==> src/rfp_consts.svh <==
/*
 Register offsets, reset values, fields and timing counts.
 Assumes a 25 MHz system clock.
*/
`ifndef RFP_CONSTS_SVH
`define RFP_CONSTS_SVH

`define RFP_CLK_MHZ          25
// Register offsets on the decoded write/read register port
`define RFP_REG_OC_THR       8'h1A
`define RFP_REG_UV_THR       8'h1B
`define RFP_REG_OV_THR       8'h1C
`define RFP_REG_OCP_DLY      8'h1D
`define RFP_REG_PHASE_CFG    8'h1E
`define RFP_REG_VREF_CMD     8'h1F
`define RFP_REG_STATUS       8'h20
`define RFP_REG_THERM_THR    8'h29
// Reset values
`define RFP_THERM_THR_RST    8'h05
`define RFP_OC_THR_RST       8'h64
`define RFP_UV_THR_RST       8'h30
`define RFP_OV_THR_RST       8'h30
`define RFP_OCP_DLY_RST      8'h0A
`define RFP_PHASE_CFG_RST    8'h00
`define RFP_VREF_CMD_RST     8'h00
// Phase configuration register fields
`define RFP_PC_SRC_BIT       7
`define RFP_PC_ACT_MSB       2
// Analog comparison levels in ADC codes (8 bit, 2.56V full scale = FFh)
`define RFP_TOCP_LEVEL       8'hFF
`define RFP_OVP_LOW_LEVEL    8'h32
// Fixed OV/UV filter delay, in microseconds, and derived cycle count
`define RFP_VFLT_US          2
`define RFP_VFLT_CYC         (`RFP_VFLT_US * `RFP_CLK_MHZ)
// Programmable delays are counted in 1 us ticks
`define RFP_TICK_CYC         `RFP_CLK_MHZ

`endif

==> src/rfp_pkg.sv <==
/*
 Shared types of the fault protection block.
 Assumes nothing of its surroundings.
*/
package rfp_pkg;
    typedef enum logic [1:0] {
        RFP_OUT_RUN,
        RFP_OUT_OFF,
        RFP_OUT_OV_DISCH
    } rfp_out_t;

    typedef enum logic [1:0] {
        RFP_F_NONE,
        RFP_F_OC,
        RFP_F_UV,
        RFP_F_OV
    } rfp_fault_t;
endpackage : rfp_pkg

==> src/rfp_filter.sv <==
/*
 Persistence filter: trips once cond has held for limit ticks.
 Assumes inputs are synchronous to sys_clk.
*/
`timescale 1ns/1ps
`default_nettype none
module rfp_filter #(
    parameter int CW = 12
) (
    input  wire logic          sys_clk,
    input  wire logic          rst_n,
    input  wire logic          tick,
    input  wire logic          cond,
    input  wire logic [CW-1:0] limit,
    output logic               trip
);
    import rfp_pkg::*;

    logic [CW-1:0] cnt_q;

    // Any drop in the condition restarts the count, so glitches trip only when limit is zero
    always_ff @(posedge sys_clk) begin
        if (!rst_n || !cond) begin
            cnt_q <= '0;
        end else if (tick && cnt_q < limit) begin
            cnt_q <= cnt_q + 1'b1;
        end
    end

    always_ff @(posedge sys_clk) begin
        if (!rst_n) begin
            trip <= 1'b0;
        end else begin
            trip <= cond && (cnt_q >= limit);
        end
    end
endmodule : rfp_filter
`default_nettype wire

==> src/rfp_ocp_ratio.sv <==
/*
 Total overcurrent level scaling by hardware and active phase count.
 Assumes phase counts are 1..6; other codes are taken as full phase.
*/
`timescale 1ns/1ps
`default_nettype none
module rfp_ocp_ratio (
    input  wire logic [2:0] hw_phases,
    input  wire logic [2:0] act_phases,
    input  wire logic [7:0] full_level,
    output logic      [7:0] level
);
    import rfp_pkg::*;

    // Ratio in twelfths, by hardware count then active count
    function automatic logic [3:0] twelfths(input logic [2:0] hw, input logic [2:0] act);
        logic [3:0] r;
        r = 4'hC;
        if (act < hw && act != 3'h0) begin
            unique case (hw)
                3'h6: r = (act == 3'h5) ? 4'hA : (act == 3'h4) ? 4'h9 :
                          (act == 3'h3) ? 4'h8 : (act == 3'h2) ? 4'h5 : 4'h4;
                3'h5: r = (act == 3'h4) ? 4'hA : (act == 3'h3) ? 4'h8 :
                          (act == 3'h2) ? 4'h5 : 4'h4;
                3'h4: r = (act == 3'h3) ? 4'h9 : (act == 3'h2) ? 4'h8 : 4'h5;
                3'h3: r = (act == 3'h2) ? 4'h9 : 4'h5;
                3'h2: r = 4'h8;
                default: r = 4'hC;
            endcase
        end
        return r;
    endfunction : twelfths

    logic [11:0] prod;

    always_comb begin
        prod  = 12'(full_level) * 12'(twelfths(hw_phases, act_phases));
        level = 8'(prod / 12'h00C);
    end
endmodule : rfp_ocp_ratio
`default_nettype wire

==> src/rfp_fault_top.sv <==
/*
 Fault protection and status for a two-rail multiphase regulator:
 total and per-phase overcurrent, over/undervoltage, latch-off with
 cross-rail shutdown, thermal alarm and power good; plus the register
 port. Assumes analog levels arrive as 8-bit ADC codes synchronous to
 sys_clk and that the register port is a simple decoded write/read port.
*/
// Summary of operation
// - Total overcurrent trips after programmed persistence delay
// - OC/UV trip: power good low, gates low, PWM float
// - Trip on one rail shuts the other rail
// - Trips latch; only supply or enable toggle clears
// - Total overcurrent delay comes from register
// - Total level scaled by hardware/active phase ratio
// - Active phases from CPU command or register
// - Per-phase overcurrent trips after delay, default 100uA
// - Per-phase threshold and delay are programmable
// - OV/UV monitoring armed after boot voltage reached
// - OV trips above reference plus threshold, filtered
// - OV trip: power good low, high gate low, low gate high
// - After OV, below 0.5V release low gate, float PWM
// - UV trips below reference minus threshold, filtered
// - OV/UV delays fixed, thresholds programmable
// - Thermal alarm above threshold register, default 05h
// - Thermal alarm is OR of both rails
// - Power good on ramp done, dropped on fault
// - Reference target from CPU command or register
`timescale 1ns/1ps
`default_nettype none
`include "rfp_consts.svh"
module rfp_fault_top #(
    parameter int NPH    = 6,
    parameter int DLY_CW = 12
) (
    input  wire logic                 sys_clk,
    input  wire logic                 rst_n,
    input  wire logic                 supply_5v_ok,
    input  wire logic                 enable_in,
    input  wire logic [2:0]           hw_phases,
    input  wire logic [7:0]           load_current_monitor,
    input  wire logic [NPH-1:0][7:0]  phase_current_sense,
    input  wire logic [7:0]           feedback_sense,
    input  wire logic [7:0]           droop_reference,
    input  wire logic                 boot_reached,
    input  wire logic                 ramp_done,
    input  wire logic [1:0][7:0]      temp_sense_input,
    input  wire logic                 other_rail_fault,
    input  wire logic [2:0]           cpu_act_phases,
    input  wire logic [7:0]           cpu_vref_code,
    input  wire logic                 reg_wr,
    input  wire logic                 reg_rd,
    input  wire logic [7:0]           reg_addr,
    input  wire logic [7:0]           reg_wdata,
    output logic      [7:0]           reg_rdata,
    output logic                      power_good_out,
    output logic                      high_side_gate,
    output logic                      low_side_gate,
    output logic                      pwm_out,
    output logic                      pwm_oe_n,
    output logic                      thermal_alarm_n,
    output logic                      shutdown_other_rail,
    output logic      [2:0]           active_phases,
    output logic      [7:0]           vref_target
);
    import rfp_pkg::*;

    logic [7:0] therm_thr_q;
    logic [7:0] oc_thr_q;
    logic [7:0] uv_thr_q;
    logic [7:0] ov_thr_q;
    logic [7:0] ocp_dly_q;
    logic [7:0] phase_cfg_q;
    logic [7:0] vref_cmd_q;
    logic       armed_q;
    logic       vref_src_q;
    logic [4:0] tick_cnt_q;
    logic       tick;
    logic       en_q;
    logic       sup_q;
    logic       latch_clr;
    rfp_fault_t fault_q;
    rfp_out_t   out_state_q;
    logic [7:0] tocp_level;
    logic       tocp_trip;
    logic [NPH-1:0] pocp_trip;
    logic       ov_trip;
    logic       uv_trip;
    logic       ov_cond;
    logic       uv_cond;
    logic       any_trip;

    // One microsecond tick for programmable delays
    always_ff @(posedge sys_clk) begin
        if (!rst_n || tick_cnt_q == 5'(`RFP_TICK_CYC - 1)) begin
            tick_cnt_q <= '0;
        end else begin
            tick_cnt_q <= tick_cnt_q + 1'b1;
        end
    end
    assign tick = (tick_cnt_q == 5'(`RFP_TICK_CYC - 1));

    // Register writes
    always_ff @(posedge sys_clk) begin
        if (!rst_n) begin
            therm_thr_q <= `RFP_THERM_THR_RST;
            oc_thr_q    <= `RFP_OC_THR_RST;
            uv_thr_q    <= `RFP_UV_THR_RST;
            ov_thr_q    <= `RFP_OV_THR_RST;
            ocp_dly_q   <= `RFP_OCP_DLY_RST;
            phase_cfg_q <= `RFP_PHASE_CFG_RST;
            vref_cmd_q  <= `RFP_VREF_CMD_RST;
        end else if (reg_wr) begin
            unique case (reg_addr)
                `RFP_REG_THERM_THR: therm_thr_q <= reg_wdata;
                `RFP_REG_OC_THR:    oc_thr_q    <= reg_wdata;
                `RFP_REG_UV_THR:    uv_thr_q    <= reg_wdata;
                `RFP_REG_OV_THR:    ov_thr_q    <= reg_wdata;
                `RFP_REG_OCP_DLY:   ocp_dly_q   <= reg_wdata;
                `RFP_REG_PHASE_CFG: phase_cfg_q <= reg_wdata;
                `RFP_REG_VREF_CMD:  vref_cmd_q  <= reg_wdata;
                default: ;
            endcase
        end
    end

    // Register reads; unmapped offsets read zero
    always_ff @(posedge sys_clk) begin
        if (!rst_n) begin
            reg_rdata <= '0;
        end else if (reg_rd) begin
            unique case (reg_addr)
                `RFP_REG_THERM_THR: reg_rdata <= therm_thr_q;
                `RFP_REG_OC_THR:    reg_rdata <= oc_thr_q;
                `RFP_REG_UV_THR:    reg_rdata <= uv_thr_q;
                `RFP_REG_OV_THR:    reg_rdata <= ov_thr_q;
                `RFP_REG_OCP_DLY:   reg_rdata <= ocp_dly_q;
                `RFP_REG_PHASE_CFG: reg_rdata <= phase_cfg_q;
                `RFP_REG_VREF_CMD:  reg_rdata <= vref_cmd_q;
                `RFP_REG_STATUS:    reg_rdata <= {2'b00, out_state_q, armed_q,
                                                  power_good_out, fault_q};
                default:            reg_rdata <= '0;
            endcase
        end
    end

    // Active phase count and reference source
    always_ff @(posedge sys_clk) begin
        if (!rst_n) begin
            active_phases <= 3'h6;
            vref_target   <= '0;
            vref_src_q    <= 1'b0;
        end else begin
            active_phases <= phase_cfg_q[`RFP_PC_SRC_BIT] ?
                             phase_cfg_q[`RFP_PC_ACT_MSB:0] : cpu_act_phases;
            vref_src_q    <= phase_cfg_q[`RFP_PC_SRC_BIT - 1];
            vref_target   <= vref_src_q ? vref_cmd_q : cpu_vref_code;
        end
    end

    rfp_ocp_ratio u_ratio (
        .hw_phases  (hw_phases),
        .act_phases (active_phases),
        .full_level (8'(`RFP_TOCP_LEVEL)),
        .level      (tocp_level)
    );

    rfp_filter #(.CW(DLY_CW)) u_tocp (
        .sys_clk (sys_clk),
        .rst_n   (rst_n),
        .tick    (tick),
        .cond    (load_current_monitor > tocp_level),
        .limit   (DLY_CW'(ocp_dly_q)),
        .trip    (tocp_trip)
    );

    // Per-phase filters, only phases below the active count, and phase 0 always, count
    generate
        for (genvar p = 0; p < NPH; p++) begin : g_pocp
            rfp_filter #(.CW(DLY_CW)) u_pocp (
                .sys_clk (sys_clk),
                .rst_n   (rst_n),
                .tick    (tick),
                .cond    ((3'(p) < active_phases || p == 0) &&
                          phase_current_sense[p] > oc_thr_q),
                .limit   (DLY_CW'(ocp_dly_q)),
                .trip    (pocp_trip[p])
            );
        end
    endgenerate

    // Arming after boot voltage
    always_ff @(posedge sys_clk) begin
        if (!rst_n) begin
            armed_q <= 1'b0;
        end else if (boot_reached) begin
            armed_q <= 1'b1;
        end else if (latch_clr) begin
            armed_q <= 1'b0;
        end
    end

    assign ov_cond = armed_q && ({1'b0, feedback_sense} >
                                 {1'b0, droop_reference} + {1'b0, ov_thr_q});
    assign uv_cond = armed_q && ({1'b0, feedback_sense} + {1'b0, uv_thr_q} <
                                 {1'b0, droop_reference});

    rfp_filter #(.CW(DLY_CW)) u_ov (
        .sys_clk (sys_clk),
        .rst_n   (rst_n),
        .tick    (1'b1),
        .cond    (ov_cond),
        .limit   (DLY_CW'(`RFP_VFLT_CYC)),
        .trip    (ov_trip)
    );

    rfp_filter #(.CW(DLY_CW)) u_uv (
        .sys_clk (sys_clk),
        .rst_n   (rst_n),
        .tick    (1'b1),
        .cond    (uv_cond),
        .limit   (DLY_CW'(`RFP_VFLT_CYC)),
        .trip    (uv_trip)
    );

    // Latch clear on a rising edge of supply-good or enable
    always_ff @(posedge sys_clk) begin
        if (!rst_n) begin
            en_q  <= 1'b0;
            sup_q <= 1'b0;
        end else begin
            en_q  <= enable_in;
            sup_q <= supply_5v_ok;
        end
    end
    assign latch_clr = (enable_in && !en_q) || (supply_5v_ok && !sup_q);

    assign any_trip = tocp_trip || (|pocp_trip) || ov_trip || uv_trip || other_rail_fault;

    // Fault latch; first cause wins, later ones ignored
    always_ff @(posedge sys_clk) begin
        if (!rst_n || (latch_clr && !any_trip)) begin
            fault_q     <= RFP_F_NONE;
            out_state_q <= RFP_OUT_RUN;
        end else begin
            unique case (out_state_q)
                RFP_OUT_RUN: begin
                    if (ov_trip) begin
                        fault_q     <= RFP_F_OV;
                        out_state_q <= RFP_OUT_OV_DISCH;
                    end else if (uv_trip) begin
                        fault_q     <= RFP_F_UV;
                        out_state_q <= RFP_OUT_OFF;
                    end else if (any_trip) begin
                        fault_q     <= RFP_F_OC;
                        out_state_q <= RFP_OUT_OFF;
                    end
                end
                RFP_OUT_OV_DISCH: begin
                    if (feedback_sense < `RFP_OVP_LOW_LEVEL) begin
                        out_state_q <= RFP_OUT_OFF;
                    end
                end
                RFP_OUT_OFF: ;
            endcase
        end
    end

    // Gate and PWM outputs are registered from the current state, so they act one edge after the state changes
    always_ff @(posedge sys_clk) begin
        if (!rst_n) begin
            high_side_gate      <= 1'b0;
            low_side_gate       <= 1'b0;
            pwm_out             <= 1'b0;
            pwm_oe_n            <= 1'b1;
            shutdown_other_rail <= 1'b0;
        end else begin
            shutdown_other_rail <= (out_state_q != RFP_OUT_RUN);
            unique case (out_state_q)
                RFP_OUT_RUN: begin
                    high_side_gate <= 1'b1;
                    low_side_gate  <= 1'b1;
                    pwm_out        <= 1'b1;
                    pwm_oe_n       <= 1'b0;
                end
                RFP_OUT_OV_DISCH: begin
                    high_side_gate <= 1'b0;
                    low_side_gate  <= 1'b1;
                    pwm_out        <= 1'b0;
                    pwm_oe_n       <= 1'b0;
                end
                RFP_OUT_OFF: begin
                    high_side_gate <= 1'b0;
                    low_side_gate  <= 1'b0;
                    pwm_out        <= 1'b0;
                    pwm_oe_n       <= 1'b1;
                end
            endcase
        end
    end

    // Power good
    always_ff @(posedge sys_clk) begin
        if (!rst_n) begin
            power_good_out <= 1'b0;
        end else begin
            power_good_out <= ramp_done && out_state_q == RFP_OUT_RUN && !any_trip;
        end
    end

    // Thermal alarm, active low, either rail
    always_ff @(posedge sys_clk) begin
        if (!rst_n) begin
            thermal_alarm_n <= 1'b1;
        end else begin
            thermal_alarm_n <= !((temp_sense_input[0] > therm_thr_q) ||
                                 (temp_sense_input[1] > therm_thr_q));
        end
    end
endmodule : rfp_fault_top
`default_nettype wire

==> config.mk <==
export PLATFORM = sky130hd
export DESIGN_NAME = rfp_fault_top
export DESIGN_NICKNAME = d
export VERILOG_FILES = /design/src/rfp_pkg.sv /design/src/rfp_filter.sv /design/src/rfp_ocp_ratio.sv /design/src/rfp_fault_top.sv
export VERILOG_INCLUDE_DIRS = /design/src
export SDC_FILE = /design/constraint.sdc
export NUM_CORES = 1
export LEC_CHECK = 0
export BUFFER_PORTS_ARGS = -buffer_cell sky130_fd_sc_hd__buf_2
export CAP_MARGIN = 30
export CORE_MARGIN = 2
export CORE_UTILIZATION = 60
export DETAILED_ROUTE_END_ITERATION = 8
export PLACE_DENSITY = 0.81
export SLEW_MARGIN = 20
export SYNTH_ARGS = -nofsm -noshare
export SYNTH_HDL_FRONTEND = slang
export SYNTH_SLANG_ARGS = --single-unit
==> constraint.sdc <==
create_clock -name sys_clk -period 22.6 [get_ports sys_clk]
set_clock_uncertainty 0.15 [all_clocks]
set_input_delay 4.52 -clock sys_clk [delete_from_list [all_inputs] [get_ports sys_clk]]
set_output_delay 4.52 -clock sys_clk [all_outputs]
set_load 0.02 [all_outputs]
==> results.yml, run 1 <==
pwr:
  leakagePower_nw: 6.93
  powerDensity_mw_per_mm2: 74.2
  vdd_ir_drop_max_mv: 0.0538
  finalPower_mw: 1.16
cells_and_area:
  num-fill-cells: 1804
  drive_above_1_share: 0.132
  area.growth.synth_to_final_pct: 12.7
  final_net_count: 2078
cts:
  hold_buffers: 0
  clk_pin_slew_ns: 0.06
  cts-root-buf: "clkbuf_16"
  postCtsSetupRepairBufs: 0
  htreeDepth: 1
  clk_path_buf_depth: 3
  cts_num_sinks: 211
  cts_buffers: 23
  cts_resized: 0
  cts_tree: "built"
  clock_latency_ns: 0.51
drt:
  wirelength_mm: 35.0
  drtIter0Drc: 764
  dr.pass1.iters: 5
  vias: 12100
  viasPerCell: 5.92
  drc: 0
  wl_per_cell_um: 17.1
  antenna_left: 0
synthesis:
  ys_seq_area_frac: 0.305
  synth-async-reset-ratio: 0
  synthCells: 1601
  synth.avg_cell_area_um2: 8.66
  netlist_area_mm2: 0.0139
  synth_cell_types: 85
  ys.warnings.count: 0
  synth_fp_nets: 1930
  synth_edf_count: 0
  ys_ff_latch: 211
  synth-main-ff-cell: "dfxtp_1"
floorplanning:
  rows: 55
  core_area_mm2: 0.0226
  die_w_um: 156
  io_pins: 153
  die-area_mm2: 0.0243
  die_h_um: 156
  initial_core_util: 0.612
timing:
  rsz0062_at_grt: "no"
  finalSetupViolCount: 0
  fin_crit_sh: 0.572
  hold_viol: 0
  final-max-slew-violation-count: 0
  layout_min_cycle_time_ns: 12.93
  fin_ws_ns: 9.67
  fmax_ghz: 0.0773
  max_slew_margin: 0.407
  tightest_slew_ns: 0.886
  finalSetupTns_ns: 0
global_routing:
  grtUsageTotal: 0.284
  antenna_found_initial: 2
  overflow: 0
  grt_pass1_wl_mm: 56.5
  grt_pass1_vias: 11600
  grt_max_degree: 64
worst_setup_path:
  slowest_delay_ns: 0.65
  crit_required_ns: 22.88
  cp-end-kind: "flip-flop"
  cpLargestDelayFamily: "simple AND/OR/NAND/NOR gates"
  worst-path-buf-inv: 6
  crit_path_start_kind: "primary input"
  crit_top_cell: "a21oi_1"
  rrSetupSlack_ns: 13.20
  path_class: "in2reg"
  crit_slowest_cell: "nor4b_2"
  critPathMaxFanout: 12
  arrival_ns: 13.21
placement:
  place_ws_ns: 8.96
  numPortBuffers: 152
  dp_hpwl_mm: 26.4
  gp_congestion: 0.855
min_path:
  hold_class: "reg2reg"
run:
  drv_cap: 0
run_status:
  status: "finished, final reports clean"
==> power by group <==
group,switching (mW),internal [mW]
clock,0.150,0.203
sequential,0.00325,0.375
combinational,0.254,0.174
==> metrics by stage <==
| step | utilization | area [µm²] | instances | hold slack [ns] |
|---|---|---|---|---|
| detailed placement | 0.656 | 14900 | 2002 | 0.262 |
| CTS | 0.688 | 15600 | 2043 | 0.271 |
| global placement | 0.656 | 14800 | 2001 | 0.259 |
| finish | 0.690 | 15600 | 2051 | 0.271 |
| global route | 0.690 | 15600 | 2051 | 0.295 |
| floorplan | - | 13900 | 1601 | 0.253 |
==> final cells by class <==
type                            instances  area [µm²]  share of cell area
Antenna cell                            1        2.50            0.000160
Clock buffer                           29         648              0.0415
Clock inverter                         12        70.1             0.00449
Inverter                              112         420              0.0269
Multi-Input combinational cell       1238        9060               0.580
Sequential cell                       211        4220               0.270
Tap cell                              285         357              0.0228
Timing Repair Buffer                  163         838              0.0537
==> registers in the layout, summed over array words and instances, names as in the netlist, 8 cells and up <==
signal               cells
vref_target              8
u_uv.cnt_q              12
vref_cmd_q               8
u_ov.cnt_q              12
ocp_dly_q                8
reg_rdata                8
phase_cfg_q              8
u_tocp.cnt_q            12
uv_thr_q                 8
oc_thr_q                 8
ov_thr_q                 8
therm_thr_q              8
g_pocp.u_pocp.cnt_q     72
==> worst register-to-register path: cells and delay by family (launching register included) <==
family | cells | cell delay [ns]
AO/OA/AOI/OAI | 10 | 1.76
XOR/XNOR | 1 | 0.18
adder cells (fa/ha/maj) | 5 | 2.12
buffers and inverters | 4 | 0.74
flip-flops | 1 | 0.68
multiplexers | 1 | 0.36
AND/OR/NAND/NOR | 13 | 3.32
==> path summary, 6_finish.rpt <==
path / endpoint / from / cells past startpoint
max: u_tocp.cnt_q[7] / hw_phases[2] / 36
min: g_pocp[3].u_pocp.cnt_q[10] / g_pocp[3].u_pocp.cnt_q[10] / 2
max reg2reg: u_tocp.cnt_q[7] / active_phases[2] / 34
min reg2reg: g_pocp[3].u_pocp.cnt_q[10] / g_pocp[3].u_pocp.cnt_q[10] / 2
==> layer usage <==
metal  routed length, µm  global-route usage
met4                1200               0.105
met2               16100               0.477
met3                2120              0.0361
met1               15600               0.374
met5                  19                   0
==> cells in the final DEF (no fill, tap or decap), types with 9 or more instances in the layout <==
cell type    n
ha_1       194
nor3_1      16
inv_1      112
a21oi_1     84
nor4_1      11
a211oi_1    16
xnor2_1     35
nor2_1     156
nor2b_1     73
o211ai_1    12
a21o_1      31
o21ai_0     63
clkinv_2     9
buf_2      152
clkbuf_16   23
and3_1      23
a21boi_0    29
nand3_1     44
dfxtp_1    211
o21a_1      13
or3_1       15
mux2i_1     51
xor2_1      41
nand4_1     42
nand2_1    123
nand2b_1    26
a31oi_1     13
==> synth_stat cells, drive strengths merged (4+ instances only) <==
cell / n / area share
fa: 8 / 0.012
inv: 112 / 0.030
o211ai: 13 / 0.0080
o21a: 13 / 0.0070
mux2i: 51 / 0.037
clkbuf: 30 / 0.0081
a2111oi: 7 / 0.0044
nand3: 45 / 0.017
xor2: 42 / 0.027
dfxtp: 211 / 0.30
nand2: 124 / 0.034
a211oi: 17 / 0.010
a21boi: 29 / 0.016
nor3: 17 / 0.0070
nand2b: 26 / 0.012
or3: 16 / 0.0076
and3: 23 / 0.010
a21o: 31 / 0.017
xnor2: 35 / 0.022
mux4: 8 / 0.013
nand4: 43 / 0.020
o31ai: 4 / 0.0032
nor2b: 74 / 0.034
or4: 9 / 0.0051
o21bai: 8 / 0.0043
and2: 8 / 0.0036
ha: 194 / 0.18
and4: 6 / 0.0038
a31oi: 13 / 0.0059
a21oi: 86 / 0.032
buf: 10 / 0.0034
a222oi: 6 / 0.0043
o21ai: 70 / 0.026
nor4: 11 / 0.0050
nor2: 156 / 0.042
==> logic make-up after synthesis <==
| kind of cell | after synthesis | synth area share |
|---|---|---|
| multiplexers | 59 | 0.0498 |
| flip-flops | 211 | 0.305 |
| buffers and inverters | 152 | 0.0419 |
| XOR/XNOR | 77 | 0.0492 |
| adder cells (fa/ha/maj) | 203 | 0.187 |
| AO/OA/AOI/OAI | 328 | 0.158 |
| AND/OR/NAND/NOR | 571 | 0.209 |
Power figures use the tool's default switching activity.
==> run 2, diff against run 1 <==
- CORE_UTILIZATION: 60 -> 54
- PLACE_DENSITY: 0.81 -> 0.77
- clock period: 22.6 -> 10.67 ns (I/O delays scaled with it)
==> run 2 against run 1 <==
Effect of this change: flip-flop and latch count unchanged; first-iteration DRC count rose by 24%; total power is 120% higher; global-route usage shrank 2.7 points; sequential share of layout area is 0.30 points lower; wire length decreased by 0.99%; final cell count is 2.3% higher; count of clock-buffer cells in the layout up 4; utilization fell by 6.3 points; via count shrank 0.56%; critical path depth decreased by 1; critical endpoint unchanged; largest cell class unchanged; largest power group unchanged.
==> results.yml, run 2 (synthesis results as in run 1) <==
floorplanning:
  die_w_um: 164
  io_pins: 153
  die_h_um: 164
  die-area_mm2: 0.0270
  initial_core_util: 0.550
  core_area_mm2: 0.0252
  rows: 58
cts:
  clock_latency_ns: 0.51
  cts_tree: "built"
  clk_pin_slew_ns: 0.06
  htreeDepth: 1
  clk_path_buf_depth: 3
  hold_buffers: 0
  cts_num_sinks: 211
  cts-root-buf: "clkbuf_16"
  cts_buffers: 23
placement:
  place_ws_ns: 0.0401
  numPortBuffers: 152
  gp_congestion: 0.865
  dp_hpwl_mm: 26.3
  dpl_cell_area_mm2: 0.0150
  placedCellCount: 2054
worst_setup_path:
  crit_required_ns: 10.95
  arrival_ns: 10.39
  crit_path_start_kind: "primary input"
  slowest_delay_ns: 0.59
  reg2reg_depth: 33
  crit_slowest_cell: "fa_1"
  timing.rr.start: "active_phases[2]"
  worst-path-buf-inv: 5
  cp-end-kind: "flip-flop"
  critPathMaxFanout: 13
  r2r_end: "u_tocp.cnt_q[7]"
  cpLargestDelayFamily: "compound AO/OA/AOI/OAI gates"
  path_class: "in2reg"
  rrSetupSlack_ns: 1.66
timing:
  fmax_ghz: 0.0990
  tightest_slew_ns: 0.897
  hold_viol: 0
  layout_min_cycle_time_ns: 10.10
  finalSetupViolCount: 0
  final-max-slew-violation-count: 0
  fin_crit_sh: 0.947
  max_slew_margin: 0.397
  hold_ws_ns: 0.272
  finalSetupTns_ns: 0
  fin_ws_ns: 0.566
min_path:
  hold_path_depth: 2
  hold_class: "reg2reg"
  min-delay-start: "g_pocp[0].u_pocp.cnt_q[11]"
  hold_path_end: "g_pocp[0].u_pocp.cnt_q[11]"
pwr:
  vdd_ir_drop_max_mv: 0.111
  powerDensity_mw_per_mm2: 160
  leakagePower_nw: 6.99
  finalPower_mw: 2.53
drt:
  dr.pass1.iters: 5
  wl_per_cell_um: 16.5
  viasPerCell: 5.75
  antenna_left: 0
  drtIter0Drc: 949
  drc: 0
  vias: 12100
  wirelength_mm: 34.7
cells_and_area:
  diodes: 0
  num-fill-cells: 2075
  regArea_mm2: 0.00422
  multi_input_area_mm2: 0.00911
  largest_reg_flops: 72
  post-route-util: 0.627
  final_common_cell: "dfxtp_1"
  finalNonFillerCells: 2099
  top_register: "g_pocp.u_pocp.cnt_q"
  final_net_count: 2085
  final_cell_mix: "211 x dfxtp_1, 194 x ha_1, 156 x nor2_1"
  area.growth.synth_to_final_pct: 14.0
  fin_area_mm2: 0.0158
  drive_above_1_share: 0.134
global_routing:
  antenna_found_initial: 0
  overflow: 0
  grt_pass1_vias: 11600
  grt_max_degree: 84
  grtUsageTotal: 0.257
  grt_pass1_wl_mm: 56.7
run:
  drv_cap: 0
run_status:
  status: "finished, final reports clean"
[run 2: cell types whose count changed in the layout (fill, tap and decap cells not counted), sizes merged]
cell      delta
clkinvlp     -1
bufinv       +2
clkbuf       +2
buf          +9
diode        -1
clkinv       -8
[run 2: area by class of cell]
cell class	instances	area share
inverter	112	0.0266
timing repair buffer	170	0.0564
clock inverter	5	0.00499
multi-input combinational	1238	0.576
tap	330	0.0261
clock buffer	33	0.0420
sequential	211	0.267
[run 2: report_power, final]
group	leakage [nW]	internal, mW	switching, mW	total, mW
clock	0.366	0.477	0.311	0.787
sequential	1.71	0.795	0.00675	0.802
combinational	4.91	0.396	0.547	0.943
total	6.99	1.67	0.864	2.53
[run 2: worst min-delay path, cell delays in order (launching register included)]
cell and delay [ns]:
dfxtp_1 0.30, inv_1 0.05, nor2_1 0.03
[run 2: routing by layer]
layer  part of all wire  vias up  wire length [µm]  track usage
met1               0.46     5640             15900        0.343
li1                   -     5989                 -            -
met3              0.061       52              2110       0.0379
met2               0.46      385             16000        0.435
met4              0.021        0               711       0.0662
met5                  0        -                 0            0
[run 2: worst max-delay path by stage]
stage	startpoint	end	slack, ns	cells past startpoint
CTS	hw_phases[2]	u_tocp.cnt_q[7]	0.53	35
global route	hw_phases[2]	u_tocp.cnt_q[0]	-0.04	35
floorplan	hw_phases[2]	u_tocp.cnt_q[0]	0.79	34
finish	hw_phases[2]	u_tocp.cnt_q[7]	0.57	35
detailed placement	hw_phases[2]	u_tocp.cnt_q[0]	0.04	35
global placement	hw_phases[2]	u_tocp.cnt_q[5]	0.22	35
[run 2: repair_timing]
item / in CTS / in global routing
buffers inserted: 0 / 3
endpoints found under the hold margin: 0 / 0
setup endpoints to repair: 0 / 13
gates resized for setup: 0 / 7
==> run 3, diff against run 2 <==
- CORE_UTILIZATION: 54 -> 50
- PLACE_DENSITY: 0.77 -> 0.72
==> run 3 against run 2 <==
Effect of this change: total power is 4.8% higher; wire length rose by 0.92%; non-clock buffer count up 2; sequential share of layout area down 0.29 points.
==> results.yml, run 3 (synthesis results as in run 1) <==
run_status:
  status: "finished, final reports clean"
drt:
  viasPerCell: 5.62
  wirelength_mm: 35.0
  wl_per_cell_um: 16.3
  drtIter0Drc: 823
  antenna_left: 0
  drc: 0
  vias: 12100
  dr.pass1.iters: 5
cells_and_area:
  top_register: "g_pocp.u_pocp.cnt_q"
  final_net_count: 2088
  final_cell_mix: "211 x dfxtp_1, 194 x ha_1, 156 x nor2_1"
  diodes: 0
  drive_above_1_share: 0.137
  area.growth.synth_to_final_pct: 15.2
  final_common_cell: "dfxtp_1"
  largest_reg_flops: 72
  finalNonFillerCells: 2148
timing:
  max_slew_margin: 0.437
  hold_viol: 0
  fmax_ghz: 0.0989
  final-max-slew-violation-count: 0
  fin_crit_sh: 0.948
  layout_min_cycle_time_ns: 10.11
  fin_ws_ns: 0.556
  finalSetupViolCount: 0
  tightest_slew_ns: 0.837
  hold_ws_ns: 0.270
cts:
  cts_num_sinks: 211
  htreeDepth: 1
  cts_tree: "built"
  clock_latency_ns: 0.52
  clk_pin_slew_ns: 0.06
  cts-root-buf: "clkbuf_16"
  clk_path_buf_depth: 3
  cts_buffers: 24
global_routing:
  grtUsageTotal: 0.238
  antenna_found_initial: 0
  grt_max_degree: 86
  grt_pass1_wl_mm: 56.4
  overflow: 0
  grt_pass1_vias: 11400
pwr:
  vdd_ir_drop_max_mv: 0.131
  p_switching_mw: 0.902
  power_frac_comb: 0.364
  powerDensity_mw_per_mm2: 166
  power_frac_clock: 0.334
  power_frac_seq: 0.302
  finalPower_mw: 2.65
  leakagePower_nw: 7.04
  p_sw_frac: 0.340
  p_int_mw: 1.75
min_path:
  hold_path_end: "g_pocp[1].u_pocp.cnt_q[10]"
  hold_path_depth: 2
  hold_class: "reg2reg"
  min-delay-start: "g_pocp[1].u_pocp.cnt_q[10]"
worst_setup_path:
  slowest_delay_ns: 0.59
  r2r_end: "u_tocp.cnt_q[7]"
  crit_path_start_kind: "primary input"
  critPathMaxFanout: 13
  crit_required_ns: 10.97
  crit_slowest_cell: "fa_1"
  cp-end-kind: "flip-flop"
  path_class: "in2reg"
  arrival_ns: 10.41
  rrSetupSlack_ns: 1.70
  reg2reg_depth: 33
  timing.rr.start: "active_phases[2]"
run:
  drv_cap: 0
placement:
  gp_congestion: 0.867
  placedCellCount: 2099
  dp_hpwl_mm: 26.3
  place_ws_ns: -0.196
  numPortBuffers: 152
floorplanning:
  core_area_mm2: 0.0271
  die_h_um: 171
  initial_core_util: 0.511
  rows: 60
  die_w_um: 171
  io_pins: 153
  die-area_mm2: 0.0291
==> run 3: power by group through the flow <==
stage	logic [mW]	clock network, mW	registers (mW)
finish	0.967	0.885	0.801
CTS	0.929	0.897	0.801
global route	1.08	0.932	0.802
global placement	0.904	0	0.818
detailed placement	0.924	0	0.818
floorplan	0.695	0	0.820
==> run 3: cell type report <==
class,count,area [µm²]
Timing Repair Buffer,172,906
Sequential cell,211,4220
Multi-Input combinational cell,1238,9100
Clock inverter,9,155
Fill cell,2411,11100
Inverter,112,420
Clock buffer,34,699
Tap cell,372,465
==> run 3: repair_timing <==
| action | 4_1_cts | 5_1_grt |
|---|---|---|
| endpoints found under the setup margin | 0 | 13 |
| resized for setup | 0 | 7 |
| setup buffers | 0 | 2 |
| hold buffers | 0 | 0 |
==> run 3: metrics by stage <==
| stage | setup TNS, ns | area, µm² | util |
|---|---|---|---|
| after floorplan | 0 | 13900 | - |
| after global placement | 0 | 15000 | 0.555 |
| after detailed placement | -2.16 | 15000 | 0.555 |
| after CTS | 0 | 15900 | 0.586 |
| after global routing | -0.0709 | 16000 | 0.589 |
| final | 0 | 16000 | 0.589 |
==> run 3: worst max-delay path: cells and delay by family <==
family          cells  cell delay [ns]
compound gates     18             3.55
fa+ha+maj           5             2.10
buf+inv             5             0.73
simple gates        7             1.88
==> run 3: how the worst max path moves through the flow <==
stage,depth (start not counted),start,to,slack [ns]
finish,35,hw_phases[2],u_tocp.cnt_q[7],0.56
global route,35,hw_phases[2],u_tocp.cnt_q[5],-0.02
CTS,35,hw_phases[2],u_tocp.cnt_q[7],0.32
detailed placement,35,hw_phases[2],u_tocp.cnt_q[7],-0.20
global placement,35,hw_phases[2],u_tocp.cnt_q[5],0.16
floorplan,34,hw_phases[2],u_tocp.cnt_q[0],0.79
==> run 3: per-layer routing <==
metal / GRT usage / vias to the layer above / part of all wire
met4: 0.0572 / 0 / 0.018
met3: 0.0352 / 49 / 0.067
li1: - / 6017 / -
met5: 0 / - / 0
met1: 0.325 / 5617 / 0.46
met2: 0.398 / 386 / 0.46
